<file path="src/sspt_map.svh">
// register map, field positions, reset values and timing counts
// Summary of operation
// an 8-bit shift register links serial in, serial out and shift clock pins
// internal shift clock means master mode; external shift clock means slave
// port active, outputs routed to pins, only while serial enable is one
// master clock period 2, 4 or 8 instruction cycles from the rate bits
// setting busy starts shifting; hardware clears busy after eight bits
// software clearing busy stops shifting at once, leaving a short transfer
// with its enable set, a full eight-bit shift raises an interrupt request
// as master the port alone starts transfers by making the shift clock
// after eight clock pulses the clock stops and busy clears
// master software sets serial out and clock pins as outputs
// slave software sets clock pin as input, serial out as output
// out config 1 drives data, 0 floats; clock config 1 internal, 0 external
// slave software sets busy at once on entering slave mode
// software writes the shift register only in the clock idle phase
// slave software sets busy only in the incoming clock idle phase
// normal phase samples on rising clock, changes output on falling
// alternate phase samples on falling clock, changes output on rising
// port data bit 5 selects clock idle level, 0 low, 1 high
// port configuration bit 6 selects phase, clear normal, set alternate
// phase select resets cleared, so normal phase is the default
// effective phase is phase select exclusive-or idle polarity
// data moves msb first, received bits enter at the lsb
// master clock rests at idle level while not busy, even duty cycle
`ifndef SSPT_MAP_SVH
`define SSPT_MAP_SVH

`define SSPT_ADDR_W        4
`define SSPT_REG_CTRL      4'h0
`define SSPT_REG_STATUS    4'h1
`define SSPT_REG_PORT_CFG  4'h2
`define SSPT_REG_PORT_DATA 4'h3
`define SSPT_REG_SHIFT     4'h4
`define SSPT_REG_LINK      4'h5

`define SSPT_CTRL_EN_BIT    0
`define SSPT_CTRL_RATE_LO   1
`define SSPT_CTRL_RATE_HI   2
`define SSPT_CTRL_IRQEN_BIT 3
`define SSPT_STAT_BUSY_BIT  0
`define SSPT_STAT_DONE_BIT  1
`define SSPT_STAT_SCK_BIT   2
`define SSPT_CFG_OUT_BIT    4
`define SSPT_CFG_CLK_BIT    5
`define SSPT_CFG_PHASE_BIT  6
`define SSPT_DATA_IDLE_BIT  5

`define SSPT_SHIFT_RST     8'h00
`define SSPT_EDGES_LAST    4'hf

`define SSPT_CLK_NS        4
`define SSPT_TC_NS         4
`define SSPT_TC_CYC        (`SSPT_TC_NS / `SSPT_CLK_NS)
`define SSPT_PER_R0_TC     2
`define SSPT_PER_R1_TC     4
`define SSPT_PER_R2_TC     8
`define SSPT_HALF_R0       3'((`SSPT_PER_R0_TC * `SSPT_TC_CYC) / 2)
`define SSPT_HALF_R1       3'((`SSPT_PER_R1_TC * `SSPT_TC_CYC) / 2)
`define SSPT_HALF_R2       3'((`SSPT_PER_R2_TC * `SSPT_TC_CYC) / 2)

`endif

</file>
<file path="src/sspt_pkg.sv">
// types shared by the serial shift port
package sspt_pkg;

  typedef enum logic {
    SSPT_IDLE  = 1'b0,
    SSPT_SHIFT = 1'b1
  } sspt_state_e;

  typedef struct packed {
    logic       serial_enable_select;
    logic [1:0] rate;
    logic       irq_en;
    logic       out_cfg;
    logic       clk_cfg;
    logic       clock_phase_select;
    logic       idle_pol;
  } sspt_cfg_s;

endpackage : sspt_pkg

</file>
<file path="src/sspt_shift_port.sv">
// serial shift port: register slave, shift engine and pin control
//
// Implementation choices: the register offsets and the plain strobed port.
`timescale 1ns/1ps
`include "sspt_map.svh"

module sspt_shift_port (
  input  wire logic                    clk,
  input  wire logic                    nrst,
  input  wire logic [`SSPT_ADDR_W-1:0] reg_addr,
  input  wire logic [7:0]              reg_wdata,
  input  wire logic                    reg_wr,
  input  wire logic                    reg_rd,
  output logic      [7:0]              reg_rdata,
  input  wire logic                    serial_in,
  input  wire logic                    shift_clock_pin_in,
  output logic                         shift_clock_pin_out,
  output logic                         shift_clock_pin_oe,
  output logic                         port_pin_serial_out,
  output logic                         port_pin_serial_out_oe,
  output logic                         done_irq
);

  // reset release
  logic rst_meta_q;
  logic rst_n;

  always_ff @(posedge clk or negedge nrst) begin
    if (!nrst) begin
      rst_meta_q <= 1'b0;
      rst_n      <= 1'b0;
    end else begin
      rst_meta_q <= 1'b1;
      rst_n      <= rst_meta_q;
    end
  end

  // pin synchronisers
  logic si_meta_q;
  logic si_q;
  logic sck_meta_q;
  logic sck_sync_q;
  logic sck_prev_q;

  always_ff @(posedge clk or negedge rst_n) begin
    if (!rst_n) begin
      si_meta_q  <= 1'b0;
      si_q       <= 1'b0;
      sck_meta_q <= 1'b0;
      sck_sync_q <= 1'b0;
      sck_prev_q <= 1'b0;
    end else begin
      si_meta_q  <= serial_in;
      si_q       <= si_meta_q;
      sck_meta_q <= shift_clock_pin_in;
      sck_sync_q <= sck_meta_q;
      sck_prev_q <= sck_sync_q;
    end
  end

  // configuration and state registers
  sspt_pkg::sspt_cfg_s   cfg_q;
  sspt_pkg::sspt_cfg_s   cfg_d;
  sspt_pkg::sspt_state_e state_q;
  sspt_pkg::sspt_state_e state_d;
  logic [7:0]            sr_q;
  logic [7:0]            sr_d;
  logic [3:0]            edge_cnt_q;
  logic [3:0]            edge_cnt_d;
  logic                  done_q;
  logic                  done_d;
  logic                  so_q;
  logic                  so_d;
  logic [1:0]            cap_q;
  logic [1:0]            cap_d;
  logic                  late_cap;

  // address decode
  logic wr_ctrl;
  logic wr_status;
  logic wr_cfg;
  logic wr_data;
  logic wr_shift;

  assign wr_ctrl   = reg_wr && (reg_addr == `SSPT_REG_CTRL);
  assign wr_status = reg_wr && (reg_addr == `SSPT_REG_STATUS);
  assign wr_cfg    = reg_wr && (reg_addr == `SSPT_REG_PORT_CFG);
  assign wr_data   = reg_wr && (reg_addr == `SSPT_REG_PORT_DATA);
  assign wr_shift  = reg_wr && (reg_addr == `SSPT_REG_SHIFT);

  logic sw_busy_set;
  logic sw_busy_clr;
  logic sw_done_clr;

  assign sw_busy_set = wr_status && reg_wdata[`SSPT_STAT_BUSY_BIT];
  assign sw_busy_clr = wr_status && !reg_wdata[`SSPT_STAT_BUSY_BIT];
  assign sw_done_clr = wr_status && reg_wdata[`SSPT_STAT_DONE_BIT];

  // mode selection
  logic busy;
  logic active;
  logic master;
  logic eff_alt;

  assign busy   = (state_q == sspt_pkg::SSPT_SHIFT);
  // enable gates all activity
  assign active = cfg_q.serial_enable_select && busy;
  // internal clock is master
  assign master = cfg_q.clk_cfg;
  // phase xor idle polarity
  assign eff_alt = cfg_q.clock_phase_select ^ cfg_q.idle_pol;

  // master clock generator
  logic gen_sck;
  logic gen_tick;
  logic gen_run;

  // clock only runs for a transfer
  assign gen_run = active && master;

  sspt_sck_gen u_sck_gen (
    .clk      (clk),
    .rst_n    (rst_n),
    .run      (gen_run),
    .rate     (cfg_q.rate),
    .idle_lvl (cfg_q.idle_pol),
    .sck_q    (gen_sck),
    .tick     (gen_tick)
  );

  // clock edges seen by the shift engine
  logic rise_w;
  logic fall_w;
  logic edge_w;
  logic in_edge;
  logic out_edge;
  logic last_edge;

  // edges from own clock or from the pin
  // slave edges assume busy was set in the idle phase
  assign rise_w = master ? (gen_tick && !gen_sck)
                         : (sck_sync_q && !sck_prev_q);
  assign fall_w = master ? (gen_tick && gen_sck)
                         : (!sck_sync_q && sck_prev_q);
  assign edge_w = active && (rise_w || fall_w);

  // normal: sample rising, output falling
  // alternate: sample falling, output rising
  assign in_edge  = active && (eff_alt ? fall_w : rise_w);
  assign out_edge = active && (eff_alt ? rise_w : fall_w);

  // own clock edges lead the synchronised pin by two cycles, so a master
  // sample is patched two cycles later with the bit seen at the edge
  assign cap_d    = wr_shift ? 2'h0 : {cap_q[0], in_edge && master};
  assign late_cap = cap_q[1];

  // sixteenth edge ends eighth pulse
  assign last_edge = edge_w && (edge_cnt_q == `SSPT_EDGES_LAST);

  // configuration next value
  always_comb begin
    cfg_d = cfg_q;
    if (wr_ctrl) begin
      cfg_d.serial_enable_select = reg_wdata[`SSPT_CTRL_EN_BIT];
      cfg_d.rate = {reg_wdata[`SSPT_CTRL_RATE_HI],
                    reg_wdata[`SSPT_CTRL_RATE_LO]};
      cfg_d.irq_en = reg_wdata[`SSPT_CTRL_IRQEN_BIT];
    end
    if (wr_cfg) begin
      // out and clock pin config
      cfg_d.out_cfg = reg_wdata[`SSPT_CFG_OUT_BIT];
      cfg_d.clk_cfg = reg_wdata[`SSPT_CFG_CLK_BIT];
      // phase select at bit 6
      cfg_d.clock_phase_select = reg_wdata[`SSPT_CFG_PHASE_BIT];
    end
    if (wr_data) begin
      // idle level at bit 5
      cfg_d.idle_pol = reg_wdata[`SSPT_DATA_IDLE_BIT];
    end
  end

  // transfer state machine
  always_comb begin
    state_d    = state_q;
    edge_cnt_d = edge_cnt_q;
    case (state_q)
      sspt_pkg::SSPT_IDLE: begin
        // busy set starts shifting
        if (sw_busy_set) begin
          state_d    = sspt_pkg::SSPT_SHIFT;
          edge_cnt_d = 4'h0;
        end
      end
      sspt_pkg::SSPT_SHIFT: begin
        if (edge_w) begin
          edge_cnt_d = edge_cnt_q + 4'h1;
        end
        if (sw_busy_set && last_edge) begin
          // a fresh start in the finishing cycle wins
          edge_cnt_d = 4'h0;
        end else if (sw_busy_clr) begin
          // software stop at once
          state_d = sspt_pkg::SSPT_IDLE;
        end else if (last_edge) begin
          // hardware clears busy
          state_d = sspt_pkg::SSPT_IDLE;
        end
      end
      default: begin
        state_d = sspt_pkg::SSPT_IDLE;
      end
    endcase
  end

  // shift register and serial output bit
  always_comb begin
    sr_d = sr_q;
    so_d = so_q;
    if (wr_shift) begin
      // software load; caller keeps to idle phase
      sr_d = reg_wdata;
    end else if (in_edge && late_cap) begin
      // patch previous bit while shifting
      sr_d = {sr_q[6:1], si_q, si_q};
    end else if (in_edge) begin
      // msb first, new bit at lsb
      sr_d = {sr_q[6:0], si_q};
    end else if (late_cap) begin
      sr_d = {sr_q[7:1], si_q};
    end
    if (!busy) begin
      so_d = sr_q[7];
    end else if (out_edge) begin
      // next msb onto the pin
      so_d = sr_q[7];
    end
  end

  // completion flag, set wins only over a clear written with busy set
  always_comb begin
    done_d = done_q;
    if (sw_done_clr) begin
      done_d = 1'b0;
    end
    if (last_edge && !sw_busy_clr) begin
      done_d = 1'b1;
    end
  end

  // phase select resets cleared
  always_ff @(posedge clk or negedge rst_n) begin
    if (!rst_n) begin
      cfg_q <= '0;
    end else begin
      cfg_q <= cfg_d;
    end
  end

  always_ff @(posedge clk or negedge rst_n) begin
    if (!rst_n) begin
      state_q    <= sspt_pkg::SSPT_IDLE;
      edge_cnt_q <= 4'h0;
    end else begin
      state_q    <= state_d;
      edge_cnt_q <= edge_cnt_d;
    end
  end

  always_ff @(posedge clk or negedge rst_n) begin
    if (!rst_n) begin
      sr_q  <= `SSPT_SHIFT_RST;
      so_q  <= 1'b0;
      cap_q <= 2'h0;
    end else begin
      sr_q  <= sr_d;
      so_q  <= so_d;
      cap_q <= cap_d;
    end
  end

  always_ff @(posedge clk or negedge rst_n) begin
    if (!rst_n) begin
      done_q <= 1'b0;
    end else begin
      done_q <= done_d;
    end
  end

  // interrupt request
  logic irq_q;

  // completion gated by enable
  always_ff @(posedge clk or negedge rst_n) begin
    if (!rst_n) begin
      irq_q <= 1'b0;
    end else begin
      irq_q <= done_d && cfg_d.irq_en;
    end
  end

  // pin drivers
  logic so_oe_q;
  logic sck_oe_q;

  // outputs routed only when enabled
  always_ff @(posedge clk or negedge rst_n) begin
    if (!rst_n) begin
      so_oe_q  <= 1'b0;
      sck_oe_q <= 1'b0;
    end else begin
      so_oe_q  <= cfg_d.serial_enable_select && cfg_d.out_cfg;
      sck_oe_q <= cfg_d.serial_enable_select && cfg_d.clk_cfg;
    end
  end

  // read path
  logic [7:0] rmux;
  logic       sck_level;

  assign sck_level = master ? gen_sck : sck_sync_q;

  always_comb begin
    rmux = 8'h00;
    if (reg_addr == `SSPT_REG_CTRL) begin
      rmux[`SSPT_CTRL_EN_BIT]    = cfg_q.serial_enable_select;
      rmux[`SSPT_CTRL_RATE_LO]   = cfg_q.rate[0];
      rmux[`SSPT_CTRL_RATE_HI]   = cfg_q.rate[1];
      rmux[`SSPT_CTRL_IRQEN_BIT] = cfg_q.irq_en;
    end else if (reg_addr == `SSPT_REG_STATUS) begin
      rmux[`SSPT_STAT_BUSY_BIT] = busy;
      rmux[`SSPT_STAT_DONE_BIT] = done_q;
      rmux[`SSPT_STAT_SCK_BIT]  = sck_level;
      rmux[7:4]                 = edge_cnt_q;
    end else if (reg_addr == `SSPT_REG_PORT_CFG) begin
      rmux[`SSPT_CFG_OUT_BIT]   = cfg_q.out_cfg;
      rmux[`SSPT_CFG_CLK_BIT]   = cfg_q.clk_cfg;
      rmux[`SSPT_CFG_PHASE_BIT] = cfg_q.clock_phase_select;
    end else if (reg_addr == `SSPT_REG_PORT_DATA) begin
      rmux[`SSPT_DATA_IDLE_BIT] = cfg_q.idle_pol;
    end else if (reg_addr == `SSPT_REG_SHIFT) begin
      rmux = sr_q;
    end else if (reg_addr == `SSPT_REG_LINK) begin
      rmux[0] = si_q;
      rmux[1] = sck_sync_q;
      rmux[2] = so_q;
    end else begin
      rmux = 8'h00;
    end
  end

  logic [7:0] rdata_q;

  // read data only in the cycle after the strobe
  always_ff @(posedge clk or negedge rst_n) begin
    if (!rst_n) begin
      rdata_q <= 8'h00;
    end else begin
      rdata_q <= reg_rd ? rmux : 8'h00;
    end
  end

  assign reg_rdata              = rdata_q;
  assign shift_clock_pin_out    = gen_sck;
  assign shift_clock_pin_oe     = sck_oe_q;
  assign port_pin_serial_out    = so_q;
  assign port_pin_serial_out_oe = so_oe_q;
  assign done_irq               = irq_q;

endmodule : sspt_shift_port

</file>
<file path="src/sspt_sck_gen.sv">
// master shift clock generator
`timescale 1ns/1ps
`include "sspt_map.svh"

module sspt_sck_gen (
  input  wire logic       clk,
  input  wire logic       rst_n,
  input  wire logic       run,
  input  wire logic [1:0] rate,
  input  wire logic       idle_lvl,
  output logic            sck_q,
  output logic            tick
);

  logic [2:0] cnt_q;
  logic [2:0] half_w;

  // half period per rate
  assign half_w = rate[1] ? `SSPT_HALF_R2 :
                  (rate[0] ? `SSPT_HALF_R1 : `SSPT_HALF_R0);

  // tick marks the cycle in which the clock level flips
  assign tick = run && (cnt_q >= (half_w - 3'h1));

  // idle level when stopped
  always_ff @(posedge clk or negedge rst_n) begin
    if (!rst_n) begin
      cnt_q <= 3'h0;
      sck_q <= 1'b0;
    end else if (!run) begin
      cnt_q <= 3'h0;
      sck_q <= idle_lvl;
    end else if (tick) begin
      cnt_q <= 3'h0;
      sck_q <= ~sck_q;
    end else begin
      cnt_q <= cnt_q + 3'h1;
    end
  end

endmodule : sspt_sck_gen

</file>
<file path="config.mk">
export PLATFORM = sky130hd
export DESIGN_NAME = sspt_shift_port
export DESIGN_NICKNAME = d
export VERILOG_FILES = /design/src/sspt_pkg.sv /design/src/sspt_shift_port.sv /design/src/sspt_sck_gen.sv
export VERILOG_INCLUDE_DIRS = /design/src
export SDC_FILE = /design/constraint.sdc
export NUM_CORES = 1
export LEC_CHECK = 0
export BUFFER_PORTS_ARGS = -buffer_cell sky130_fd_sc_hd__buf_2
export CAP_MARGIN = 20
export CORE_MARGIN = 5
export CORE_UTILIZATION = 40
export CTS_BUF_LIST = sky130_fd_sc_hd__clkbuf_4
export CTS_CLUSTER_SIZE = 20
export DETAILED_ROUTE_END_ITERATION = 12
export GPL_ROUTABILITY_DRIVEN = 0
export GPL_TIMING_DRIVEN = 0
export HOLD_SLACK_MARGIN = 0.06
export PLACE_DENSITY = 0.65
export SYNTH_ARGS = -nofsm -noshare
export SYNTH_HDL_FRONTEND = slang
export SYNTH_SLANG_ARGS = --single-unit
</file>
<file path="constraint.sdc">
create_clock -name clk -period 1.55 [get_ports clk]
set_input_delay 0 -clock clk [delete_from_list [all_inputs] [get_ports clk]]
set_output_delay 0 -clock clk [all_outputs]
set_load 0.05 [all_outputs]
</file>
# Word level (Yosys, flattened, before mapping)

Cells that the tools add are included.

Word-level logic and storage cells: 125
Input bits: 18
Register bits after elaboration: 47
Output and inout port bits: 13

Add/sub/neg operators: 3
Bitwise gates (word level): 3
Reduce and logical (&&, ||, !) cells: 36
Multiplexer cells: 45
Equal/unequal tests: 10
Magnitude comparators: 1

Operators by type and width:

| cell                                                  | number |
|---|---|
| two-way mux 8 bit                                     | 5 |
| two-way mux 4 bit                                     | 8 |
| logical AND 1 bit                                     | 26 |
| two-way mux 3 bit                                     | 7 |
| two-way mux 1 bit                                     | 19 |
| == test 4 x 2 -> 1 bit, second input constant         | 2 |
| == test 4 x 3 -> 1 bit, second input constant         | 2 |
| one-hot mux 4 bit (2 select lines)                    | 1 |
| two-way mux 2 bit                                     | 3 |
| logical NOT 1 bit                                     | 5 |
| two-way mux 5 bit                                     | 1 |
| adder 4 x 1 -> 4 bit, second input constant           | 1 |
| == test 4 x 1 -> 1 bit, second input constant         | 1 |
| == test 4 bit, second input constant                  | 1 |
| logical NOT 4 bit                                     | 1 |
| inequality test 2 bit, second input constant          | 2 |
| nonzero test 4 bit                                    | 1 |
| adder 3 x 1 -> 3 bit, second input constant           | 1 |
| >= comparator 3 bit                                   | 1 |
| inequality test 3 x 1 -> 1 bit, second input constant | 1 |
| nonzero test 3 bit                                    | 1 |
| subtractor 3 x 1 -> 3 bit, second input constant      | 1 |
| inequality test 2 x 1 -> 1 bit, second input constant | 1 |
| inverter 1 bit                                        | 2 |
| 4 further kinds                                       | 4 |

# Depth between registers and ports, before layout

Depth in word-level cells: 14
Mapped depth: 10
Depth with buffers taken out: 9

# By module

Synthesis repeated with hierarchy kept, for this count alone.

Cell total of the unflattened synthesis: 226
Area, all modules: 2407.3 um2

By module, submodules not included:

| module          | area an instance (um2) | sequential area each (um2) | cells an instance | times used |
|---|---|---|---|---|
| sspt_shift_port | 2112.0                 | 1076.0                     | 199               | 1 |
| sspt_sck_gen    | 295.3                  | 100.1                      | 27                | 1 |

# Worst setup path after synthesis

Ideal clock, no wire load.

Path kind: register to register
Start: reg cfg_q[6] in the netlist's numbering
End: reg sr_q[2]
Cell stages (with the launch flop): 11
Setup slack: -0.900 ns
Data required time: 1.413 ns
Path buffers: 1
Setup time: 0.137 ns
Clock period less this slack: 2.450 ns
Arrival: 2.313 ns
Cell sequence: dfrtp_1 > or2_2 > ha_1 > xnor2_1 > ha_1 > nand2_1 > o21ai_1 > a32o_1 > buf_2 > mux2i_1 > a21oi_1

Longest elaborated chain between the ends: 11
Elaborated cells between the ends (all ways): 14
Classes of those cells: add/sub: 1; order compare: 1; mux: 6; reduce/logical: 6

Ends and longest elaborated chain:

| item                                        | RTL line                                       | RTL |
|---|---|---|
| start: declaration                          | sspt_shift_port.sv:62                          | `sspt_pkg::sspt_cfg_s cfg_q;` |
| start signal: assignment                    | sspt_shift_port.sv:255                         | `cfg_q <= cfg_d;` |
| two-way mux 3 bit *                         | sspt_sck_gen.sv:19                             | `` assign half_w = rate[1] ? `SSPT_HALF_R2 : `` |
| subtractor 3 x 1 -> 3 bit *                 | sspt_sck_gen.sv:23                             | `assign tick = run && (cnt_q >= (half_w - 3'h1));` |
| >= comparator 3 bit *                       | sspt_sck_gen.sv:23                             |  |
| logical AND 1 bit *                         | sspt_sck_gen.sv:23                             |  |
| logical AND 1 bit, on equally long branches | sspt_shift_port.sv:141, sspt_shift_port.sv:143 |  |
| two-way mux 1 bit, on equally long branches | sspt_shift_port.sv:141, sspt_shift_port.sv:143 |  |
| two-way mux 1 bit *                         | sspt_shift_port.sv:149                         | `assign in_edge = active && (eff_alt ? fall_w : rise_w);` |
| logical AND 1 bit *                         | sspt_shift_port.sv:149                         |  |
| logical AND 1 bit                           | sspt_shift_port.sv:222                         | `end else if (in_edge && late_cap) begin` |
| two-way mux 8 bit                           | sspt_shift_port.sv:222                         |  |
| two-way mux 8 bit                           | sspt_shift_port.sv:219                         | `if (wr_shift) begin` |
| end signal: assignment                      | sspt_shift_port.sv:271                         | `` sr_q <= `SSPT_SHIFT_RST; `` |
| end signal: assignment                      | sspt_shift_port.sv:275                         | `sr_q <= sr_d;` |
| end: declaration                            | sspt_shift_port.sv:66                          | `logic [7:0] sr_q;` |

Mark *: on every way between the ends. The rest lies on a longest branch, timed or not.
A chain may end at the register's enable or synchronous reset.

# Final worst setup path

Start: reg cfg_q[5] in the netlist's numbering
End: reg sr_q[0]

Longest elaborated chain between the ends: 12
Elaborated cells between the ends (all ways): 16
Classes of those cells: add/sub: 1; order compare: 1; mux: 8; reduce/logical: 6

Ends and longest elaborated chain:

| item                                                          | RTL line |
|---|---|
| two-way mux 2 bit (no source line) *                          | -- |
| two-way mux 3 bit *                                           | sspt_sck_gen.sv:19 |
| subtractor 3 x 1 -> 3 bit *                                   | sspt_sck_gen.sv:23 |
| >= comparator 3 bit *                                         | sspt_sck_gen.sv:23 |
| logical AND 1 bit *                                           | sspt_sck_gen.sv:23 |
| logical AND 1 bit, on equally long branches                   | sspt_shift_port.sv:141, sspt_shift_port.sv:143 |
| two-way mux 1 bit, on equally long branches                   | sspt_shift_port.sv:141, sspt_shift_port.sv:143 |
| two-way mux 1 bit *                                           | sspt_shift_port.sv:149 |
| logical AND 1 bit *                                           | sspt_shift_port.sv:149 |
| two-way mux 8 bit / logical AND 1 bit (equally long branches) | sspt_shift_port.sv:225, sspt_shift_port.sv:222 |
| two-way mux 8 bit                                             | sspt_shift_port.sv:222 |
| two-way mux 8 bit                                             | sspt_shift_port.sv:219 |

Mark *: on every way between the ends. The rest lies on a longest branch, timed or not. The select of a mux whose other input is x is not followed.

==> results.md <==
* Status: complete, but fails checks
* Failing checks: setup timing
* Total GRT Usage at 0.1460
* DR iter-0 viols at 122
* Synthesized cell area at 0.002265 mm^2
* Vias in the first global route at 1734
* Sw power at 1333 uW
* Most frequent cell after synthesis: dfrtp_1
* Depth of the most critical reg-to-reg path at 9
* Worst-Margin Slew at 521.1 ps
* Gr ovfl total at 0
* Final setup margin at -756.7 ps
* Multi-input logic area at 0.001125 mm^2
* Synth top area share at 0.5193
* Post-Synthesis Cells at 211
* Synth warn at 0
* CTS root buf: clkbuf_4
* Fill cell instance count of the final layout at 495
* Layout cells sized above 1 at 0.2809
* Combinational power share at 0.339
* CP Capture Type: flip-flop
* Fin util at 0.5244
* Final WL at 4986 um
* Worst hold path class: flip-flop to async pin
* Sequential area share after synthesis at 0.5193
* Clk pwr share at 0.189
* Clk sinks at 47
* Peak VDD IR at 0.6337 mV
* Worst Skew at 13.34 ps
* Worst skew pair latency at 360 ps
* Initial Util at 0.4113
* Post-DR wirelength/cell at 14.71 um
* Global-route wire length before repair at 8452 um
* DRC errors left at 0
* CP required at 1840 ps
* Largest net degree at the start of global routing at 42
* Critical-path cell list: or2_4, ha_4, xnor2_4, ha_4, a21oi_4, o21ai_4, a32o_2, or3b_1, a31oi_1
* CP Class: flip-flop to flip-flop
* Async set-reset flop share out of synthesis at 1.000
* Avg Synthesized Cell Area at 10.73 um^2
* Port bufs at 27
* Synth cell count leaders: 47 x dfrtp_1, 24 x nor2_1, 14 x mux2i_1
* Total number of vias at 1737
* Fin area at 0.002888 mm^2
* Syn_nets at 235
* Placed inst area at 0.002551 mm^2
* CTS H-tree lvls at 2
* Post-synth cell types at 40
* HPWL Detailed at 3579 um
* Post-synth EDFFs at 0
* Final hold viol count at 0
* Post-DRT Antenna Nets at 0
* Via-to-Cell Ratio at 5.124
* Slowest cell delay on critical path at 400 ps
* Max Freq at 433.5 MHz
* CTS tree: yes
* Most frequent CP cell: ha_4
* Clk pin slew, worst setup/hold paths at 140 ps
* Sw frac at 0.3510
* Initial antenna violation count at 0
* Ant. Diodes at 0
* I/O pin total at 31
* CTS Buf Count at 5
* DR pass1 iterations at 4
* PwrDens at 1315 mW/mm^2
* Slew HR at 0.6526
* RSZ-0062 raised after global routing: yes
* Pleak at 0.001315 uW
* Biggest area consumer among synthesized cells: dfrtp_1
* Max-Cap Viols at 0
* Sequential power share at 0.472
* Die width at 85.25 um
* Top post-synthesis cells by area: dfrtp_1 52%, mux2i_1 6.2%, mux2_2 5.5%
* Layout area overhead at 27.51%
* Storage cell area at 0.001179 mm^2
* Nets at 290
* Post-synth top flop: dfrtp_1
* Tcrit/Tclk final at 1.488
* Max-slew violation count at 0
* Core area at 0.005507 mm^2
* Setup violations, final at 22
* Critical path's slowest cell: dfrtp_1
* CP Launch Type: flip-flop
* Crit path DAT at 2600 ps
* Rows at 27
* Final min period at 2307 ps
* Die footprint at 0.007267 mm^2
* Flops & latches, synth at 47
* CP Max Fanout at 4
* Die H at 85.25 um
* Int Power at 2464 uW
* CTS Buffer Depth at 2
## per-stage QoR
step                setup TNS, ps  hold WS (ps)  power [uW]  instances  setup slack (ps)
finish                     -13860         90.20        3797        339            -756.7
global route               -15710         105.4        4046        339            -834.8
CTS                        -14760         92.42        3702        338            -809.5
detailed placement         -15860        -213.7        2853        311            -905.7
global placement           -32570        -214.6        2823        310            -890.8
floorplan                  -12020        -295.6        2560        211            -705.5
## power by group through the flow
| stage | clock, uW | combinational, uW | sequential (uW) |
|---|---|---|---|
| after floorplan | 0 | 692 | 1870 |
| after global placement | 0 | 1010 | 1810 |
| after detailed placement | 0 | 1050 | 1800 |
| after CTS | 737 | 1180 | 1780 |
| after global routing | 806 | 1420 | 1820 |
| final | 717 | 1290 | 1790 |
## worst max-delay path: cells and delay by family (launching register included)
kind,cells,cell delay (ps)
AOI/OAI and AO/OA,4,670
DFF,1,400
xor gates and xnor gates,1,140
and+or+nand+nor,2,610
adders and majority gates,2,410
## worst paths after layout
check / start / endpoint / slack (ps)
max in group asynchronous: nrst / rst_n / 960
min in group clk: reg_addr[2] / cfg_q[0] / 100
hold reg to reg: rst_n / shift_clock_pin_oe / 90
setup reg to reg: cfg_q[5] / sr_q[0] / -760
setup / recovery: cfg_q[5] / sr_q[0] / -760
hold / removal: rst_n / shift_clock_pin_oe / 90
## cell families after synthesis
| family | after synthesis | share of synthesized area |
|---|---|---|
| and+or+nand+nor | 72 | 0.1564 |
| muxes | 26 | 0.1265 |
| adders and majority gates | 6 | 0.03315 |
| other | 1 | 0.001656 |
| xor gates and xnor gates | 5 | 0.02265 |
| AOI/OAI and AO/OA | 38 | 0.1127 |
| DFF | 47 | 0.5193 |
| buffers and inverters | 16 | 0.02763 |
## per-layer routing
metal / wire length, um / track usage / vias up / share of wire
li1: - / - / 854 / -
met1: 2313 / 0.2047 / 825 / 0.46
met2: 2294 / 0.2154 / 48 / 0.46
met3: 257 / 0.03495 / 10 / 0.052
met4: 121 / 0.06043 / 0 / 0.024
met5: 0 / 0 / - / 0
## layout by cell type, fill, tap and decap left out, types with 2 or more instances in the layout
cell / instances
a21oi_1: 7
a22o_1: 3
a22oi_1: 2
a31o_2: 2
a31oi_1: 3
and2_1: 5
and3_1: 2
buf_2: 28
buf_4: 6
buf_6: 3
clkbuf_1: 6
clkbuf_4: 5
dfrtp_1: 45
dfrtp_2: 2
dlygate4sd3_1: 13
ha_1: 4
ha_4: 2
inv_1: 7
mux2_2: 10
mux2i_1: 14
nand2_1: 11
nand2b_1: 4
nand3_1: 6
nand4_1: 3
nor2_1: 21
nor2_2: 3
nor2b_1: 7
nor3_1: 3
o21ai_0: 7
o21ai_1: 2
o32ai_1: 2
or2_4: 2
xnor2_1: 2
## cell type report
type                       instances  area share
sequential                        47      0.4081
multi-input combinational        148      0.3895
timing repair buffer              49      0.1200
buffer                             8     0.01560
clock inverter                     3     0.01343
inverter                           7    0.009099
tap                               72     0.03120
clock buffer                       5     0.01300
## what timing repair did
item / 4_1_cts / 5_1_grt
setup buffers: 7 / 0
endpoints found under the setup margin: 22 / 22
resized for setup: 7 / 9
hold endpoints to repair: 31 / 0
hold buffers: 13 / 0
pin swaps: 6 / 10
gates cloned: 0 / 1
## flip-flops by register name, summed over array words and instances, names as in the netlist, 2 cells and up
| name | cells |
|---|---|
| u_sck_gen.cnt_q | 3 |
| cap_q | 2 |
| reg_rdata | 8 |
| cfg_q | 7 |
| edge_cnt_q | 4 |
| sr_q | 8 |
Note: power is estimated with default switching activity, not from simulation.
